<file path="src/pkg/src_map.svh">
/*
 holds: register offsets, field positions, reset values and timing counts
 for the system reset controller.
 assumes: included by its bare name from the design and the bench.
*/
`ifndef SRC_MAP_SVH
`define SRC_MAP_SVH

// ----------------------------------------
// register byte offsets
// ----------------------------------------
`define SRC_OFS_CAUSE 8'h00
`define SRC_OFS_BOR_CTRL 8'h04
`define SRC_OFS_LDO_CTRL 8'h08
`define SRC_OFS_SYS_CTRL 8'h0C
`define SRC_OFS_PRST0 8'h10
`define SRC_OFS_PRST1 8'h14
`define SRC_OFS_PRST2 8'h18
`define SRC_OFS_WD_LOAD 8'h1C
`define SRC_OFS_WD_CTRL 8'h20
`define SRC_OFS_WD_STAT 8'h24
`define SRC_OFS_ID_FIRST 8'h40
`define SRC_OFS_ID_LAST 8'h58

// ----------------------------------------
// cause register fields
// ----------------------------------------
`define SRC_CAUSE_EXT 0
`define SRC_CAUSE_POR 1
`define SRC_CAUSE_BOR 2
`define SRC_CAUSE_WDT 3
`define SRC_CAUSE_SW 4

// ----------------------------------------
// control fields and reset values
// ----------------------------------------
`define SRC_BOR_RST_EN_BIT 1
`define SRC_SYS_REQ_BIT 0
`define SRC_WD_EN_BIT 0
`define SRC_WD_RSTEN_BIT 1
`define SRC_LDO_RST 6'h00
`define SRC_WD_LOAD_RST 32'hFFFF_FFFF

// ----------------------------------------
// timing: hold after release, in cycles
// ----------------------------------------
`define SRC_HOLD_CYCLES 4

`endif

</file>
<file path="src/pkg/src_pkg.sv">
/*
 holds: types shared by the reset controller.
 assumes: nothing beyond the map header.
*/
package src_pkg;
    // sequencer states of the system reset
    typedef enum logic [1:0] {
        SRC_HELD,
        SRC_COUNT,
        SRC_RUN
    } src_state_t;
endpackage

</file>
<file path="src/rtl/src_reset_ctrl.sv">
/*
 holds: system reset controller: source merge, cause capture, brown-out
 control, peripheral soft resets, a watchdog and id registers over
 AXI4-Lite.
 assumes: i_rst_n is the power-on reset, asynchronous and active low;
 other inputs are synchronous to i_sys_clk except the pin, which is
 synchronised here.
*/
`timescale 1ns/100ps
`include "src_map.svh"

module src_reset_ctrl
    import src_pkg::*;
#(
    parameter int PERIPH_W = 32,
    parameter int DOMAINS = 2,
    parameter logic [31:0] ID_VAL0 = 32'h0000_0001 // arbitrary value
) (
    // clock and power-on reset
    input wire logic i_sys_clk,
    input wire logic i_rst_n,
    // reset pin and supply monitor
    input wire logic i_ext_rst_n,
    input wire logic i_brownout,
    // axi4-lite write address
    input wire logic [7:0] s_axi_awaddr,
    input wire logic s_axi_awvalid,
    output logic s_axi_awready,
    // axi4-lite write data
    input wire logic [31:0] s_axi_wdata,
    input wire logic [3:0] s_axi_wstrb,
    input wire logic s_axi_wvalid,
    output logic s_axi_wready,
    // axi4-lite write response
    output logic [1:0] s_axi_bresp,
    output logic s_axi_bvalid,
    input wire logic s_axi_bready,
    // axi4-lite read
    input wire logic [7:0] s_axi_araddr,
    input wire logic s_axi_arvalid,
    output logic s_axi_arready,
    output logic [31:0] s_axi_rdata,
    output logic [1:0] s_axi_rresp,
    output logic s_axi_rvalid,
    input wire logic s_axi_rready,
    // resets out, all active low
    output logic o_sys_rst_n,
    output logic o_tap_rst_n,
    output logic [PERIPH_W*DOMAINS-1:0] o_periph_rst_n,
    // events and regulator
    output logic o_bor_irq,
    output logic o_wdt_irq,
    output logic [5:0] o_regulator_voltage_adjust
);

    // ----------------------------------------
    // pin synchroniser and merge
    // ----------------------------------------
    logic pin_meta_reg; // first stage, read only by second
    logic pin_sync_reg; // synchronised pin, high = released
    logic brownout_reset_enable_reg;
    logic bor_irq_en_reg;
    logic sw_req_reg; // pending system request
    logic wdt_fire_reg; // watchdog second time-out
    logic ext_pend_reg, bor_pend_reg, wdt_pend_reg, sw_pend_reg;
    logic por_pend_reg; // set only by power-on, cleared once
    logic brownout_reset;
    logic ext_async_n;
    src_state_t state_reg;
    logic [2:0] hold_cnt_reg;
    logic sys_rst_n_reg;

    // a brown-out reset behaves as a pin assertion while enabled
    assign brownout_reset = i_brownout & brownout_reset_enable_reg;
    assign ext_async_n = i_rst_n & i_ext_rst_n;

    // pin asserts immediately, releases through two flops
    always_ff @(posedge i_sys_clk or negedge ext_async_n) begin
        if (!ext_async_n) begin
            pin_meta_reg <= 1'b0;
            pin_sync_reg <= 1'b0;
        end else begin
            pin_meta_reg <= 1'b1;
            pin_sync_reg <= pin_meta_reg;
        end
    end

    // release sequencer: hold, count a few cycles, run
    always_ff @(posedge i_sys_clk or negedge i_rst_n) begin
        if (!i_rst_n) begin
            state_reg <= SRC_HELD;
            hold_cnt_reg <= 3'h0;
            sys_rst_n_reg <= 1'b0;
        end else begin
            // any active source drops straight back to held
            if (!pin_sync_reg || brownout_reset || sw_req_reg
                    || wdt_fire_reg) begin
                state_reg <= SRC_HELD;
                hold_cnt_reg <= 3'h0;
                sys_rst_n_reg <= 1'b0;
            end else begin
                case (state_reg)
                    SRC_HELD: begin
                        state_reg <= SRC_COUNT;
                        hold_cnt_reg <= 3'h0;
                    end
                    SRC_COUNT: begin
                        if (hold_cnt_reg == 3'(`SRC_HOLD_CYCLES - 1)) begin
                            state_reg <= SRC_RUN;
                            sys_rst_n_reg <= 1'b1;
                        end else begin
                            hold_cnt_reg <= hold_cnt_reg + 3'h1;
                        end
                    end
                    SRC_RUN: sys_rst_n_reg <= 1'b1;
                    default: state_reg <= SRC_HELD;
                endcase
            end
        end
    end

    assign o_sys_rst_n = sys_rst_n_reg;

    // tap sees only power-on, never pin or other sources
    always_ff @(posedge i_sys_clk or negedge i_rst_n) begin
        if (!i_rst_n) begin
            o_tap_rst_n <= 1'b0;
        end else begin
            o_tap_rst_n <= 1'b1;
        end
    end

    // ----------------------------------------
    // cause capture
    // ----------------------------------------
    logic [4:0] reset_cause_reg;
    logic cause_wr;
    logic [31:0] wr_data;

    // pending flags remember which source held the reset
    always_ff @(posedge i_sys_clk or negedge i_rst_n) begin
        if (!i_rst_n) begin
            por_pend_reg <= 1'b1;
            ext_pend_reg <= 1'b0;
            bor_pend_reg <= 1'b0;
            wdt_pend_reg <= 1'b0;
            sw_pend_reg <= 1'b0;
        end else if (state_reg == SRC_RUN) begin
            por_pend_reg <= 1'b0;
            ext_pend_reg <= 1'b0;
            bor_pend_reg <= 1'b0;
            wdt_pend_reg <= 1'b0;
            sw_pend_reg <= 1'b0;
        end else begin
            ext_pend_reg <= ext_pend_reg | (!pin_sync_reg & !por_pend_reg);
            bor_pend_reg <= bor_pend_reg | brownout_reset;
            wdt_pend_reg <= wdt_pend_reg | wdt_fire_reg;
            sw_pend_reg <= sw_pend_reg | sw_req_reg;
        end
    end

    // sticky: latch on entry to run; set wins over a clear
    always_ff @(posedge i_sys_clk or negedge i_rst_n) begin
        if (!i_rst_n) begin
            reset_cause_reg <= 5'h00;
        end else if (state_reg == SRC_COUNT && sys_rst_n_reg == 1'b0
                && hold_cnt_reg == 3'(`SRC_HOLD_CYCLES - 1)) begin
            if (por_pend_reg) begin
                reset_cause_reg <= 5'h00;
                reset_cause_reg[`SRC_CAUSE_POR] <= 1'b1;
            end else begin
                reset_cause_reg[`SRC_CAUSE_EXT] <=
                    reset_cause_reg[`SRC_CAUSE_EXT] | ext_pend_reg;
                reset_cause_reg[`SRC_CAUSE_BOR] <=
                    reset_cause_reg[`SRC_CAUSE_BOR] | bor_pend_reg;
                reset_cause_reg[`SRC_CAUSE_WDT] <=
                    reset_cause_reg[`SRC_CAUSE_WDT] | wdt_pend_reg;
                reset_cause_reg[`SRC_CAUSE_SW] <=
                    reset_cause_reg[`SRC_CAUSE_SW] | sw_pend_reg;
            end
        end else if (cause_wr) begin
            reset_cause_reg <= wr_data[4:0];
        end
    end

    // ----------------------------------------
    // axi4-lite slave
    // ----------------------------------------
    logic aw_got_reg, w_got_reg;
    logic [7:0] aw_addr_reg;
    logic [31:0] w_data_reg;
    logic wr_fire;
    logic [7:0] wa;
    assign wa = aw_addr_reg;
    assign wr_data = w_data_reg;
    assign wr_fire = aw_got_reg & w_got_reg & !s_axi_bvalid;
    assign cause_wr = wr_fire && wa == `SRC_OFS_CAUSE;

    // accept address and data in either order, then respond
    always_ff @(posedge i_sys_clk or negedge i_rst_n) begin
        if (!i_rst_n) begin
            aw_got_reg <= 1'b0;
            w_got_reg <= 1'b0;
            aw_addr_reg <= 8'h00;
            w_data_reg <= 32'h0000_0000;
            s_axi_awready <= 1'b0;
            s_axi_wready <= 1'b0;
            s_axi_bvalid <= 1'b0;
            s_axi_bresp <= 2'b00;
        end else begin
            s_axi_awready <= !aw_got_reg && !s_axi_awready
                && s_axi_awvalid;
            s_axi_wready <= !w_got_reg && !s_axi_wready && s_axi_wvalid;
            if (s_axi_awvalid && s_axi_awready) begin
                aw_got_reg <= 1'b1;
                aw_addr_reg <= s_axi_awaddr;
            end
            if (s_axi_wvalid && s_axi_wready) begin
                w_got_reg <= 1'b1;
                w_data_reg <= s_axi_wdata;
            end
            if (wr_fire) begin
                s_axi_bvalid <= 1'b1;
                s_axi_bresp <= (wa <= `SRC_OFS_WD_STAT) ? 2'b00 : 2'b10;
                aw_got_reg <= 1'b0;
                w_got_reg <= 1'b0;
            end else if (s_axi_bvalid && s_axi_bready) begin
                s_axi_bvalid <= 1'b0;
            end
        end
    end

    // ----------------------------------------
    // control registers
    // ----------------------------------------
    logic [PERIPH_W-1:0] prst_reg [3];
    logic [31:0] watchdog_reload_value;
    logic wd_en_reg, wd_rsten_reg;
    logic wd_int_reg;
    logic wd_clr;
    assign wd_clr = wr_fire && wa == `SRC_OFS_WD_STAT;

    // brown-out, regulator, request and watchdog controls
    always_ff @(posedge i_sys_clk or negedge i_rst_n) begin
        if (!i_rst_n) begin
            brownout_reset_enable_reg <= 1'b0;
            bor_irq_en_reg <= 1'b0;
            o_regulator_voltage_adjust <= `SRC_LDO_RST;
            sw_req_reg <= 1'b0;
            watchdog_reload_value <= `SRC_WD_LOAD_RST;
            wd_en_reg <= 1'b0;
            wd_rsten_reg <= 1'b0;
        end else begin
            // request is a one-shot that clears once reset is held
            if (!sys_rst_n_reg) begin
                sw_req_reg <= 1'b0;
            end
            if (wr_fire) begin
                case (wa)
                    `SRC_OFS_BOR_CTRL: begin
                        brownout_reset_enable_reg <=
                            wr_data[`SRC_BOR_RST_EN_BIT];
                        bor_irq_en_reg <= wr_data[0];
                    end
                    `SRC_OFS_LDO_CTRL:
                        o_regulator_voltage_adjust <= wr_data[5:0];
                    `SRC_OFS_SYS_CTRL:
                        sw_req_reg <= wr_data[`SRC_SYS_REQ_BIT];
                    `SRC_OFS_WD_LOAD: watchdog_reload_value <= wr_data;
                    `SRC_OFS_WD_CTRL: begin
                        wd_en_reg <= wr_data[`SRC_WD_EN_BIT];
                        wd_rsten_reg <= wr_data[`SRC_WD_RSTEN_BIT];
                    end
                    default: ;
                endcase
            end
        end
    end

    // brown-out interrupt path when reset is not chosen
    always_ff @(posedge i_sys_clk or negedge i_rst_n) begin
        if (!i_rst_n) begin
            o_bor_irq <= 1'b0;
        end else begin
            o_bor_irq <= i_brownout & bor_irq_en_reg
                & !brownout_reset_enable_reg;
        end
    end

    // ----------------------------------------
    // peripheral soft resets, one per unit
    // ----------------------------------------
    genvar gi;
    generate
        for (gi = 0; gi < 3; gi++) begin : g_bank
            logic [PERIPH_W-1:0] arm_reg;
            // a set bit in PRST0 holds that unit in reset, clearing it releases; PRST1 and PRST2 bits only store; positions track gating
            always_ff @(posedge i_sys_clk or negedge i_rst_n) begin
                if (!i_rst_n) begin
                    prst_reg[gi] <= '0;
                    arm_reg <= '0;
                end else if (!sys_rst_n_reg) begin
                    prst_reg[gi] <= '0;
                    arm_reg <= '0;
                end else begin
                    arm_reg <= prst_reg[gi];
                    if (wr_fire && wa == 8'(`SRC_OFS_PRST0 + 4 * gi)) begin
                        prst_reg[gi] <= wr_data[PERIPH_W-1:0];
                    end
                end
            end
        end
        for (gi = 0; gi < PERIPH_W * DOMAINS; gi++) begin : g_out
            // every domain of a unit follows that unit's bit in PRST0; PRST1 and PRST2 drive no output
            always_ff @(posedge i_sys_clk or negedge i_rst_n) begin
                if (!i_rst_n) begin
                    o_periph_rst_n[gi] <= 1'b0;
                end else begin
                    o_periph_rst_n[gi] <= sys_rst_n_reg
                        & !(prst_reg[0][gi % PERIPH_W]);
                end
            end
        end
    endgenerate

    // ----------------------------------------
    // watchdog
    // ----------------------------------------
    logic [31:0] wd_cnt_reg;

    // first zero raises interrupt and reloads, second resets
    always_ff @(posedge i_sys_clk or negedge i_rst_n) begin
        if (!i_rst_n) begin
            wd_cnt_reg <= `SRC_WD_LOAD_RST;
            wd_int_reg <= 1'b0;
            wdt_fire_reg <= 1'b0;
        end else if (!sys_rst_n_reg) begin
            wd_cnt_reg <= watchdog_reload_value;
            wd_int_reg <= 1'b0;
            wdt_fire_reg <= 1'b0;
        end else if (wd_en_reg && wd_cnt_reg == 32'h0000_0000) begin
            wd_cnt_reg <= watchdog_reload_value;
            if (wd_int_reg && wd_rsten_reg) begin
                wdt_fire_reg <= 1'b1;
            end
            wd_int_reg <= 1'b1;
        end else if (wr_fire && wa == `SRC_OFS_WD_LOAD) begin
            // a new load restarts the count at once; otherwise the
            // all-ones count left by power-on would take minutes
            wd_cnt_reg <= wr_data;
        end else if (wd_en_reg) begin
            wd_cnt_reg <= wd_cnt_reg - 32'h0000_0001;
            if (wd_clr) begin
                wd_int_reg <= 1'b0;
            end
        end
    end
    assign o_wdt_irq = wd_int_reg;

    // ----------------------------------------
    // read path
    // ----------------------------------------
    logic [31:0] rd_val;
    // seven identity words are constants; only the first is named
    always_comb begin
        rd_val = 32'h0000_0000;
        case (s_axi_araddr)
            `SRC_OFS_CAUSE: rd_val = {27'h0, reset_cause_reg};
            `SRC_OFS_BOR_CTRL: rd_val = {30'h0,
                brownout_reset_enable_reg, bor_irq_en_reg};
            `SRC_OFS_LDO_CTRL: rd_val = {26'h0, o_regulator_voltage_adjust};
            `SRC_OFS_PRST0: rd_val = 32'(prst_reg[0]);
            `SRC_OFS_PRST1: rd_val = 32'(prst_reg[1]);
            `SRC_OFS_PRST2: rd_val = 32'(prst_reg[2]);
            `SRC_OFS_WD_LOAD: rd_val = watchdog_reload_value;
            `SRC_OFS_WD_CTRL: rd_val = {30'h0, wd_rsten_reg, wd_en_reg};
            `SRC_OFS_WD_STAT: rd_val = {31'h0, wd_int_reg};
            `SRC_OFS_ID_FIRST: rd_val = ID_VAL0;
            default: rd_val = 32'h0000_0000;
        endcase
    end

    // single outstanding read, answered one cycle after acceptance
    always_ff @(posedge i_sys_clk or negedge i_rst_n) begin
        if (!i_rst_n) begin
            s_axi_arready <= 1'b0;
            s_axi_rvalid <= 1'b0;
            s_axi_rdata <= 32'h0000_0000;
            s_axi_rresp <= 2'b00;
        end else begin
            s_axi_arready <= !s_axi_arready && !s_axi_rvalid
                && s_axi_arvalid;
            if (s_axi_arvalid && s_axi_arready) begin
                s_axi_rvalid <= 1'b1;
                s_axi_rdata <= rd_val;
                s_axi_rresp <= (s_axi_araddr <= `SRC_OFS_ID_LAST) ?
                    2'b00 : 2'b10;
            end else if (s_axi_rvalid && s_axi_rready) begin
                s_axi_rvalid <= 1'b0;
            end
        end
    end

    // ----------------------------------------
    // checks
    // ----------------------------------------
    AST_BOR_OFF: assert property (@(posedge i_sys_clk) disable iff (!i_rst_n)
        state_reg == SRC_RUN && i_brownout && !brownout_reset_enable_reg
        && pin_sync_reg && !sw_req_reg && !wdt_fire_reg
        |=> state_reg == SRC_RUN)
        else $error("brown-out reset while disabled");
    AST_TAP_UP: assert property (@(posedge i_sys_clk) disable iff (!i_rst_n)
        $past(i_rst_n) |-> o_tap_rst_n)
        else $error("tap reset after power-on");
    AST_PIN_HOLD: assert property (@(posedge i_sys_clk)
        disable iff (!i_rst_n) !pin_sync_reg |=> !sys_rst_n_reg)
        else $error("reset released with pin low");
    AST_RELEASE: assert property (@(posedge i_sys_clk)
        disable iff (!i_rst_n) $rose(sys_rst_n_reg) |->
        $past(state_reg == SRC_COUNT))
        else $error("release without count");
    AST_WD_RELOAD: assert property (@(posedge i_sys_clk)
        disable iff (!i_rst_n) sys_rst_n_reg && wd_en_reg
        && wd_cnt_reg == 0 ##1 sys_rst_n_reg |->
        wd_cnt_reg == $past(watchdog_reload_value))
        else $error("watchdog did not reload");
    AST_WD_FIRE: assert property (@(posedge i_sys_clk)
        disable iff (!i_rst_n) $rose(wdt_fire_reg) |->
        $past(wd_int_reg) && $past(wd_rsten_reg))
        else $error("watchdog reset without cause");
    AST_SW_REQ: assert property (@(posedge i_sys_clk)
        disable iff (!i_rst_n) sw_req_reg |=> !sys_rst_n_reg)
        else $error("request did not reset");
    AST_POR_ONLY: assert property (@(posedge i_sys_clk)
        disable iff (!i_rst_n) por_pend_reg && state_reg == SRC_RUN
        |-> reset_cause_reg == 5'h02)
        else $error("power-on cause not alone");

endmodule

</file>
<file path="config.mk">
export PLATFORM = sky130hd
export DESIGN_NAME = src_reset_ctrl
export DESIGN_NICKNAME = d
export VERILOG_FILES = /design/src/pkg/src_pkg.sv /design/src/rtl/src_reset_ctrl.sv
export VERILOG_INCLUDE_DIRS = /design/src /design/src/pkg
export SDC_FILE = /design/constraint.sdc
export NUM_CORES = 1
export LEC_CHECK = 0
export BUFFER_PORTS_ARGS = -buffer_cell sky130_fd_sc_hd__buf_2
export CORE_MARGIN = 2
export CORE_UTILIZATION = 60
export CTS_CLUSTER_SIZE = 14
export DETAILED_ROUTE_END_ITERATION = 12
export GPL_TIMING_DRIVEN = 0
export HOLD_SLACK_MARGIN = 0.08
export PLACE_DENSITY = 0.9
export SYNTH_ARGS = -nofsm -noshare
export SYNTH_HDL_FRONTEND = slang
export SYNTH_SLANG_ARGS = --single-unit
</file>
<file path="constraint.sdc">
create_clock -name i_sys_clk -period 3.52 [get_ports i_sys_clk]
set_input_delay 0.704 -clock i_sys_clk [delete_from_list [all_inputs] [get_ports i_sys_clk]]
set_output_delay 0.704 -clock i_sys_clk [all_outputs]
set_load 0.005 [all_outputs]
</file>
Yosys cells after proc, flatten, opt, wreduce, memory -nomap -nowiden:

Cells that the tools add are included.
Widths: inputs -> output; s select.

* bits in registers: 308
* output and inout port bits: 115
* bits of input ports: 61

* add/subtract/negate cells: 2
* equal/unequal tests: 34
* magnitude comparators: 2
* multiplexer cells: 50
* reductions and logical operators: 87
* bitwise operators: 48

Operator list (count)
* $mux 32: 10
* $pmux 32 s10: 1
* $eq 8x5->1 const B: 8
* $logic_not 1->1: 42
* $and 1x1->1: 39
* $eq 8x6->1 const B: 4
* $logic_not 32->1: 1
* $sub 32x1->32 const B: 1
* $mux 1: 27
* $eq 8x4->1 const B: 3
* $logic_and 1x1->1: 21
* $reduce_and 2->1: 9
* $eq 8x3->1 const B: 2
* $logic_not 8->1: 2
* $mux 5: 2
* $ne 2x1->1 const B: 5
* $reduce_bool 2->1: 5
* $mux 3: 3
* $ne 3x3->1 const B: 3
* $eq 8x7->1 const B: 1
* $le 8x6->1 const B: 1
* $le 8x7->1 const B: 1
* $mux 2: 4
* $or 1x1->1: 8
* other kinds (15): 20

Logic depth before layout (Yosys ltp):

Gate-level depths: netlist (run 1).

* depth after elaboration: 8
* gate-level depth with buffers: 10
* gate-level depth less buffers: 8

Worst setup path before layout (run 1):

OpenSTA, ideal clock, no wires.

* kind: input -> register
* start point: input s_axi_araddr[7]
* end point: register s_axi_rdata[13]
* library setup time: 0.066 ns
* data required time: 3.454 ns
* data arrival time: 2.483 ns
* buffers on the path: 2
* cell stages on the path: 8
* path slack: 0.970 ns
* cells stage by stage: or4_1 -> clkbuf_1 -> or3_1 -> nor2_2 -> buf_2 -> nand2_1 -> o21ai_0 -> a22o_1

* longest elaborated chain between the ends: 2
* elaborated cells between the ends (all ways): 11

RTL lines
* start: declaration: RTL line src_reset_ctrl.sv:39 `input wire logic [7:0] s_axi_araddr,`
* $eq 8x7->1, or another cell as far along: RTL line src_reset_ctrl.sv:367 `case (s_axi_araddr)`
* $pmux 32 s10 (*): RTL line src_reset_ctrl.sv:367
* end signal: assignment: RTL line src_reset_ctrl.sv:395 `s_axi_rdata <= rd_val;`
* end: declaration: RTL line src_reset_ctrl.sv:42 `output logic [31:0] s_axi_rdata,`

Mark *: on every way between the ends. The rest lies on a longest branch, timed or not.
A chain may end at the register's enable or synchronous reset.

Final worst setup path (run 1):

* start point: register aw_addr_reg[5]
* end point: register watchdog_reload_value[24]

* longest elaborated chain between the ends: 2

RTL lines
* start: declaration: RTL line src_reset_ctrl.sv:190 `logic [7:0] aw_addr_reg;`
* start signal: assignment: RTL line src_reset_ctrl.sv:216 `aw_addr_reg <= s_axi_awaddr;`
* $eq 8x5->1: RTL line src_reset_ctrl.sv:259 `case (wa)`
* $reduce_and 2->1 (no source line)
* end signal: assignment: RTL line src_reset_ctrl.sv:250 `` watchdog_reload_value <= `SRC_WD_LOAD_RST; ``
* end signal: assignment: RTL line src_reset_ctrl.sv:269 `` `SRC_OFS_WD_LOAD: watchdog_reload_value <= wr_data; ``
* end: declaration: RTL line src_reset_ctrl.sv:237 `logic [31:0] watchdog_reload_value;`

No other way between the ends.

==> metrics, run 1 <==
Max-Cap Viols=0; Post-synth ARST share=100%; max FFs per register=96; fin crit share=95.3%; Tot GR Track Use=32.9%; Vias=12300; Synth Area in Compound Gates=14.2%; setup TNS=0 ns; GRT overflow=0; vias per cell=6.05; top-count cell post-synth=nand2_1; vias in the first global route=12000; wl on met1=15600 um; gate family responsible for the most delay along the worst path=simple AND/OR/NAND/NOR gates; Most used DFF post-synth=dfrtp_1; simple logic cell fraction of the synthesized area=17.8%; ant diodes=0; cell area after synthesis=14100 sq um; Worst Tran Pin Value=0.938 ns; Clock power frac=30.8%; clock buffer depth=3; TritonCTS clock tree=yes; Buf+Inv Stages, Crit Path=3; GPL Wtd Cong=0.953; clk root buf=clkbuf_16; Final Max Slew Viols=0; first-pass GRT wire length=63600 um; Core Area=23300 sq um; htree depth=1; Ys Warns=0; Reg area=7740 sq um; Die Ht=157 um; Hold Crit Depth=2; Clock Latency Late Sink=0.56 ns; Pleak=7.59 nW; pre-CTS setup slack=0.438 ns; DRT antenna net count=0; DP Wirelength=28700 um; sw frac=33.7%; critical path required time=4.02 ns; EDFF count, synth=0; Layout Utilization=70.8%; post-layout min period=3.35 ns; post-synthesis cell type count=61; Final Total Pwr=11.0 mW; port buffer count=168; post-synthesis sequential area ratio=55.0%; drt first pass iters=6; R2R depth=7; Crit path arrival time=3.86 ns; sequential share of power=44.2%; CTS sink cnt=306; initial antenna violation count=0; share of layout cells above drive strength 1=22.7%; critical path's largest stage delay=0.85 ns; Synth Instances=1478; status=completed; synthesized-area fraction occupied by adder cells=0.267%; DRC=0; highest metal used=met4; quantity of gates resized following cts=0; area of the multi-input gates=5680 sq um; I/O pin cnt=176; cell-by-cell trace of the critical path=nor4b_1 -> and3_1 -> clkbuf_1 -> clkbuf_1 -> clkbuf_1 -> nand2_1 -> nand2_1; Worst slew margin=36.6%; slowest CP cell=nor4b_1; Final setup viols=0; Worst Skew=0.00871 ns; clock buffer count from CTS=30; # fillers=1624; Psw=3.73 mW; total power density per cell area=671 nW/um^2; post-route setup slack=0.167 ns; Crit. path cell count=7; Yosys reg bits=306; final hold violations=0; Worst Setup End Kind=flop; combinational fraction of design power=25.0%; most used cell, CP=clkbuf_1; top cells by area, synth=dfrtp_1 (43%), dfstp_2 (12%), nand2_1 (9.1%); Avg WL per Cell=20.0 um; largest net degree at the start of global routing=135; fin area=16500 sq um; Hold WC Path Type=input pin to flop; xor/xnor share of the synthesized area=1.74%; internal power=7.32 mW; Yosys top cell area share=42.8%; syn avg cell area=9.52 sq um; die area=24700 sq um; wirelength, routed=40600 um; Area Growth Syn to Fin=17.0%; FP Rows=56; postcts setup bufs=0; met2 WL=19200 um; Initial DRC Count=1308; initial core utilization=60.5%; Post-synth top cells=nand2_1 (342), dfrtp_1 (241), a21oi_1 (163); worst vdd ir=0.386 mV; WS Path Type=flop to flop; Crit Path Max Fanout=10; post-synthesis mux area share=6.28%; f_max=298 MHz; largest family of logic cells by synthesized area=simple AND/OR/NAND/NOR gates; RSZ-0062 raised after global routing=false; detailed-routed wire length on met3=4150 um; clock slew at reported path FFs=0.07 ns; Die X-Extent=157 um; DP Area=15400 sq um; Startpoint Class=flop; Total Nets Final=1748; largest area contributor in the netlist=dfrtp_1
## cell families (layout without fill, tap and decap cells)
kind of cell | Yosys count | after routing
buffers and inverters | 139 | 367
adders and majority gates | 3 | 3
DFF | 306 | 306
other | 2 | 4
xor gates and xnor gates | 28 | 28
and+or+nand+nor | 585 | 585
AOI/OAI and AO/OA | 334 | 334
muxes | 81 | 81
## power by group through the flow
stage	Combinational, mW	Clock, mW	Sequential (mW)
6_report	2.76	3.40	4.88
4_1_cts	2.75	3.40	4.80
3_3_place_gp	2.60	0	4.81
5_1_grt	3.07	3.57	4.88
3_5_place_dp	2.71	0	4.84
2_1_floorplan	2.09	0	4.48
## final cells by class
class,instances,area share [%]
clock inverter,16,1.14
inverter,9,0.205
timing repair buffer,172,5.62
clock buffer,40,5.28
multi-input combinational,1035,34.5
buffer,130,3.82
sequential,306,47.0
tap,319,2.42
## timing repair
item                       CTS  global route
setup endpoints to repair    0             0
hold buffers                 2             0
hold endpoints to repair    32             0
## stage by stage
step                      std cells  hold WS, ns
final                          2027        0.337
after global routing           2027        0.339
after CTS                      2027        0.327
after detailed placement       1969        0.346
after global placement         1967        0.335
after floorplan                1480        0.331
## final timing paths
check                          startpoint                         to  slack (ns)
hold reg to reg              pin_meta_reg               pin_sync_reg        0.36
setup / recovery           aw_addr_reg[5]  watchdog_reload_value[24]        0.17
min in group asynchronous     i_ext_rst_n               pin_sync_reg        0.59
setup reg to reg           aw_addr_reg[5]  watchdog_reload_value[24]        0.17
max in group asynchronous         i_rst_n         o_periph_rst_n[24]        1.36
hold / removal               s_axi_rready               s_axi_rvalid        0.34
## placed cells by master (no fill, tap or decap), types with 11 or more instances in the layout
| cell | count |
|---|---|
| clkbuf_16 | 31 |
| clkbuf_1 | 86 |
| nor3_1 | 17 |
| o21ai_1 | 16 |
| nand3_1 | 15 |
| a22o_1 | 32 |
| xnor2_1 | 20 |
| mux2_2 | 48 |
| buf_4 | 36 |
| dfstp_2 | 65 |
| nor2_1 | 127 |
| mux2i_1 | 32 |
| a21oi_1 | 163 |
| nor4_1 | 15 |
| buf_2 | 172 |
| a221o_1 | 11 |
| or3_1 | 16 |
| dfrtp_1 | 241 |
| o21ai_0 | 56 |
| nand2_1 | 342 |
| a22oi_1 | 22 |
## routing by layer
layer | global-route usage [%] | vias up
met5 | 0 | -
met4 | 13.3 | 0
met3 | 6.03 | 143
met2 | 54.3 | 816
met1 | 43.3 | 5840
li1 | - | 5464
Power figures use the tool's default switching activity.
==> run 2, diff against run 1 <==
- CORE_UTILIZATION: 60 -> 53
- PLACE_DENSITY: 0.9 -> 0.85
- clock period: 3.52 -> 2.8 ns (I/O delays scaled with it)
==> run 2 against run 1 <==
Setup slack got worse by 0.043 ns. Register-to-register slack worse by 0.04 ns. Largest power group unchanged. Largest cell class unchanged. Clock skew rose by 0.0051 ns. Critical path type unchanged. Total power up 25%. Core utilization decreased by 7.5 points. Highest routed layer unchanged. First-iteration DRC count decreased by 6.2%. Final cell count increased by 0.79%. Critical path depth is 1 higher. Cell area is 0.14% higher.
==> metrics, run 2 (synthesized netlist as in run 1, its figures left out) <==
Die X-Extent=167 um; wirelength, routed=40100 um; port buffer count=168; Tot GR Track Use=28.5%; worst vdd ir=0.529 mV; Total Nets Final=1749; Area Growth Syn to Fin=17.1%; Post-Layout Cell Count=2043; Avg WL per Cell=19.6 um; total power density per cell area=835 nW/um^2; f_max=374 MHz; fin crit share=95.6%; clock buffer count from CTS=30; # fillers=2021; Reg area=7740 sq um; Die Ht=167 um; Final setup viols=0; share of layout cells above drive strength 1=22.8%; drt first pass iters=5; clock slew at reported path FFs=0.07 ns; most used cell, CP=buf_4; cell-by-cell trace of the critical path=or4_1 -> nor4_4 -> a31o_1 -> buf_4 -> or2b_2 -> buf_4 -> a21oi_1 -> a221o_1; most common cell after layout, fill and taps aside=nand2_1; Crit path arrival time=3.16 ns; ant diodes=0; post-route setup slack=0.123 ns; Crit Path Max Fanout=10; DRC=0; slowest CP cell=or4_1; initial antenna violation count=0; Pleak=7.60 nW; pre-CTS setup slack=-0.296 ns; Core Area=26100 sq um; max FFs per register=96; Worst slew margin=43.8%; critical path required time=3.28 ns; DP Wirelength=28900 um; final hold violations=0; Worst Setup End Kind=flop; GPL Wtd Cong=0.955; Startpoint Class=flop; Vias=12100; Final Total Pwr=13.8 mW; CTS sink cnt=306; die area=27900 sq um; Clock Latency Late Sink=0.56 ns; WS Path Type=flop to flop; post-layout min period=2.68 ns; largest net degree at the start of global routing=122; Hold WC Path Type=input pin to flop; clock buffer depth=3; Max-Cap Viols=0; GRT overflow=0; Final Max Slew Viols=0; htree depth=1; vias per cell=5.94; DRT antenna net count=0; first-pass GRT wire length=64000 um; vias in the first global route=11900; I/O pin cnt=176; FP Rows=59; status=completed; critical path's largest stage delay=0.62 ns; Placed Cells incl. Taps=1985; clk root buf=clkbuf_16; Worst Tran Pin Value=0.843 ns; RSZ-0062 raised after global routing=false; area of the multi-input gates=5710 sq um; TritonCTS clock tree=yes; initial core utilization=54.0%; Worst Skew=0.0139 ns; most frequent cells in the layout=nand2_1 (342), dfrtp_1 (241), buf_2 (172), a21oi_1 (163), nor2_1 (127); Initial DRC Count=1227
run 2: path summary, 6_finish.rpt:
check                           slack, ns  depth (start not counted)           start            endpoint
worst min register to register       0.35                          0    pin_meta_reg        pin_sync_reg
worst min-delay path                 0.18                          2    s_axi_rready        s_axi_rvalid
max in group asynchronous            1.21                          3         i_rst_n  o_periph_rst_n[20]
worst max register to register       0.12                          8  wd_cnt_reg[19]      wd_cnt_reg[12]
worst max-delay path                 0.12                          8  wd_cnt_reg[19]      wd_cnt_reg[12]
min in group asynchronous            0.43                          3     i_ext_rst_n        pin_meta_reg
run 2: final cells by class:
type,instances,area share [%]
multi-input combinational,1035,34.6
tap,335,2.54
inverter,9,0.205
timing repair buffer,173,5.66
clock inverter,11,0.827
clock buffer,44,5.37
buffer,130,3.85
sequential,306,46.9
run 2: critical path, delay by kind of cell (launching register included):
family / cells / cell delay [ns]
buffers and inverters: 2 / 0.36
flip-flops: 1 / 0.40
AO/OA/AOI/OAI: 3 / 0.54
AND/OR/NAND/NOR: 3 / 1.28
run 2: power breakdown:
group	internal [mW]	switching [mW]	leakage [nW]
combinational	1.62	1.88	3.18
sequential	5.08	1.03	3.92
clock	2.46	1.70	0.504
total	9.16	4.61	7.60
run 2: per-layer routing:
| metal | track usage [%] | up-vias | wire length [um] |
|---|---|---|---|
| met3 | 4.25 | 127 | 3830 |
| met1 | 38.1 | 5856 | 15700 |
| met5 | 0 | - | 0 |
| met4 | 12.7 | 0 | 1700 |
| li1 | - | 5455 | - |
| met2 | 46.5 | 699 | 18900 |
run 2: through the flow:
stage | hold slack [ns] | TNS [ns] | area (sq um) | util, %
final | 0.184 | 0 | 16500 | 63.3
after global routing | 0.174 | 0 | 16500 | 63.3
after CTS | 0.175 | 0 | 16500 | 63.2
after detailed placement | 0.342 | -5.19 | 15400 | 59.1
after global placement | 0.334 | -1169.79 | 15300 | 58.9
after floorplan | 0.264 | 0 | 14100 | -
run 2: repair_timing:
| item | in CTS | in global routing |
|---|---|---|
| pin swaps | 0 | 1 |
| hold endpoints to repair | 55 | 0 |
| setup buffers | 0 | 1 |
| setup endpoints to repair | 22 | 30 |
| hold buffers | 2 | 0 |
| resized for setup | 4 | 6 |
==> run 3, diff against run 2 <==
- clock period: 2.8 -> 2.2 ns (I/O delays scaled with it)
==> run 3 against run 2 <==
The run now ends with negative setup slack left. Critical endpoint is now prst_reg[92]. First-iteration DRC count is 13% higher. Via count fell by 0.78%. Total power increased by 31%. Combinational power up 38%. Wire length down 1.3%.
==> metrics, run 3 (synthesized netlist as in run 1, its figures left out) <==
most frequent cells in the layout=nand2_1 (342), dfrtp_1 (239), buf_2 (168), a21oi_1 (160), nor2_1 (124); wirelength, routed=39600 um; Placed Cells incl. Taps=1985; R2R depth=6; total power density per cell area=1060 nW/um^2; WS Path Type=flop to flop; sw frac=33.5%; final hold slack=0.116 ns; share of layout cells above drive strength 1=27.4%; Pleak=7.83 nW; Worst Setup End Kind=flop; CTS sink cnt=306; Max-Cap Viols=0; max FFs per register=96; Total Nets Final=1762; clock slew at reported path FFs=0.06 ns; most common cell after layout, fill and taps aside=nand2_1; TritonCTS clock tree=yes; Worst Hold End=w_data_reg[24]; slowest CP cell=nor4_2; post-route setup slack=-0.0393 ns; Post-Layout Cell Count=2057; clock buffer count from CTS=30; reg2reg setup slack=-0.04 ns; f_max=447 MHz; Final Max Slew Viols=0; setup TNS=-0.376 ns; I/O pin cnt=176; RSZ-0062 raised after global routing=true; die area=27900 sq um; DRT antenna net count=0; Layout Utilization=65.0%; fin area=16900 sq um; drt first pass iters=5; initial antenna violation count=0; final hold violations=0; vias per cell=5.85; pre-CTS setup slack=-0.931 ns; sequential share of power=43.5%; fin crit share=102%; status=complete, but fails checks; htree depth=1; initial core utilization=54.0%; hold path startpoint=s_axi_wdata[24]; RR Startpoint=aw_addr_reg[1]; Die X-Extent=167 um; Worst Skew=0.0137 ns; Final setup viols=21; Clock power frac=29.6%; critical path's largest stage delay=0.53 ns; worst vdd ir=0.724 mV; Hold WC Path Type=input pin to flop; first-pass GRT wire length=63200 um; combinational fraction of design power=26.9%; DRC=0; Die Ht=167 um; failing checks=negative setup slack; Crit Path Max Fanout=10; Vias=12000; largest net degree at the start of global routing=114; post-layout min period=2.24 ns; critical path required time=2.67 ns; worst reg2reg endpoint=prst_reg[92]; Worst Tran Pin Value=0.887 ns; cell-by-cell trace of the critical path=nor4_2 -> and3_1 -> clkbuf_1 -> clkbuf_2 -> nand2_1 -> a21oi_1; port buffer count=168; Clock Latency Late Sink=0.56 ns; Final Total Pwr=18.0 mW; GRT overflow=0; DP Area=15400 sq um; internal power=12.0 mW; Crit path arrival time=2.71 ns; clk root buf=clkbuf_16; Critical Path Source=aw_addr_reg[1]; FP Rows=59; Psw=6.03 mW; DP Wirelength=28400 um; Hold Crit Depth=2; # fillers=1974; Core Area=26100 sq um; vias in the first global route=11800; Initial DRC Count=1381; Area Growth Syn to Fin=20.3%; Tot GR Track Use=28.3%; GPL Wtd Cong=0.935; Avg WL per Cell=19.2 um; clock buffer depth=3; Worst slew margin=40.9%; ant diodes=0; Startpoint Class=flop
run 3: final cells by class:
class,count,area [sq um],share of cell area (%)
plain buffers,120,678,4.01
flip-flops and latches,306,7740,45.7
repair buffers,196,1120,6.64
inverters,9,33.8,0.200
clock inverters,14,158,0.931
multi-input cells,1035,5900,34.8
clock buffers,42,877,5.18
well taps,335,419,2.48
run 3: layer usage:
metal	track usage [%]	part of all wire, %	wire [um]
met1	38.6	40	15700
met4	13.5	5.1	2000
met5	0	0	0
met3	4.18	9.5	3750
met2	44.7	46	18100
run 3: worst max-delay path by stage:
stage	endpoint	slack, ns	cells past startpoint
2_1_floorplan	wd_cnt_reg[12]	-0.11	9
3_3_place_gp	o_periph_rst_n[29]	-4.69	1
3_5_place_dp	watchdog_reload_value[27]	-0.93	7
4_1_cts	wd_cnt_reg[13]	-0.03	8
5_1_grt	wd_cnt_reg[13]	-0.10	8
6_report	prst_reg[92]	-0.04	6
run 3: critical path, delay by kind of cell (launching register included):
| family | cells | cell delay [ns] |
|---|---|---|
| AOI/OAI and AO/OA | 1 | 0.15 |
| DFF | 1 | 0.48 |
| buffers and inverters | 2 | 0.67 |
| and+or+nand+nor | 3 | 0.86 |
run 3: what timing repair did:
item | CTS | global route
resized for setup | 61 | 35
pin swaps | 9 | 4
hold buffers | 4 | 0
gates cloned | 1 | 0
setup endpoints to repair | 168 | 232
buffers inserted | 16 | 6
hold endpoints to repair | 41 | 0
run 3: power by group through the flow:
stage               sequential (mW)  combinational [mW]  clock [mW]
floorplan                      7.16                3.37           0
finish                         7.84                4.84        5.33
global route                   7.89                5.33        5.61
detailed placement             7.75                4.25           0
global placement               7.71                4.18           0
CTS                            7.72                4.66        5.36
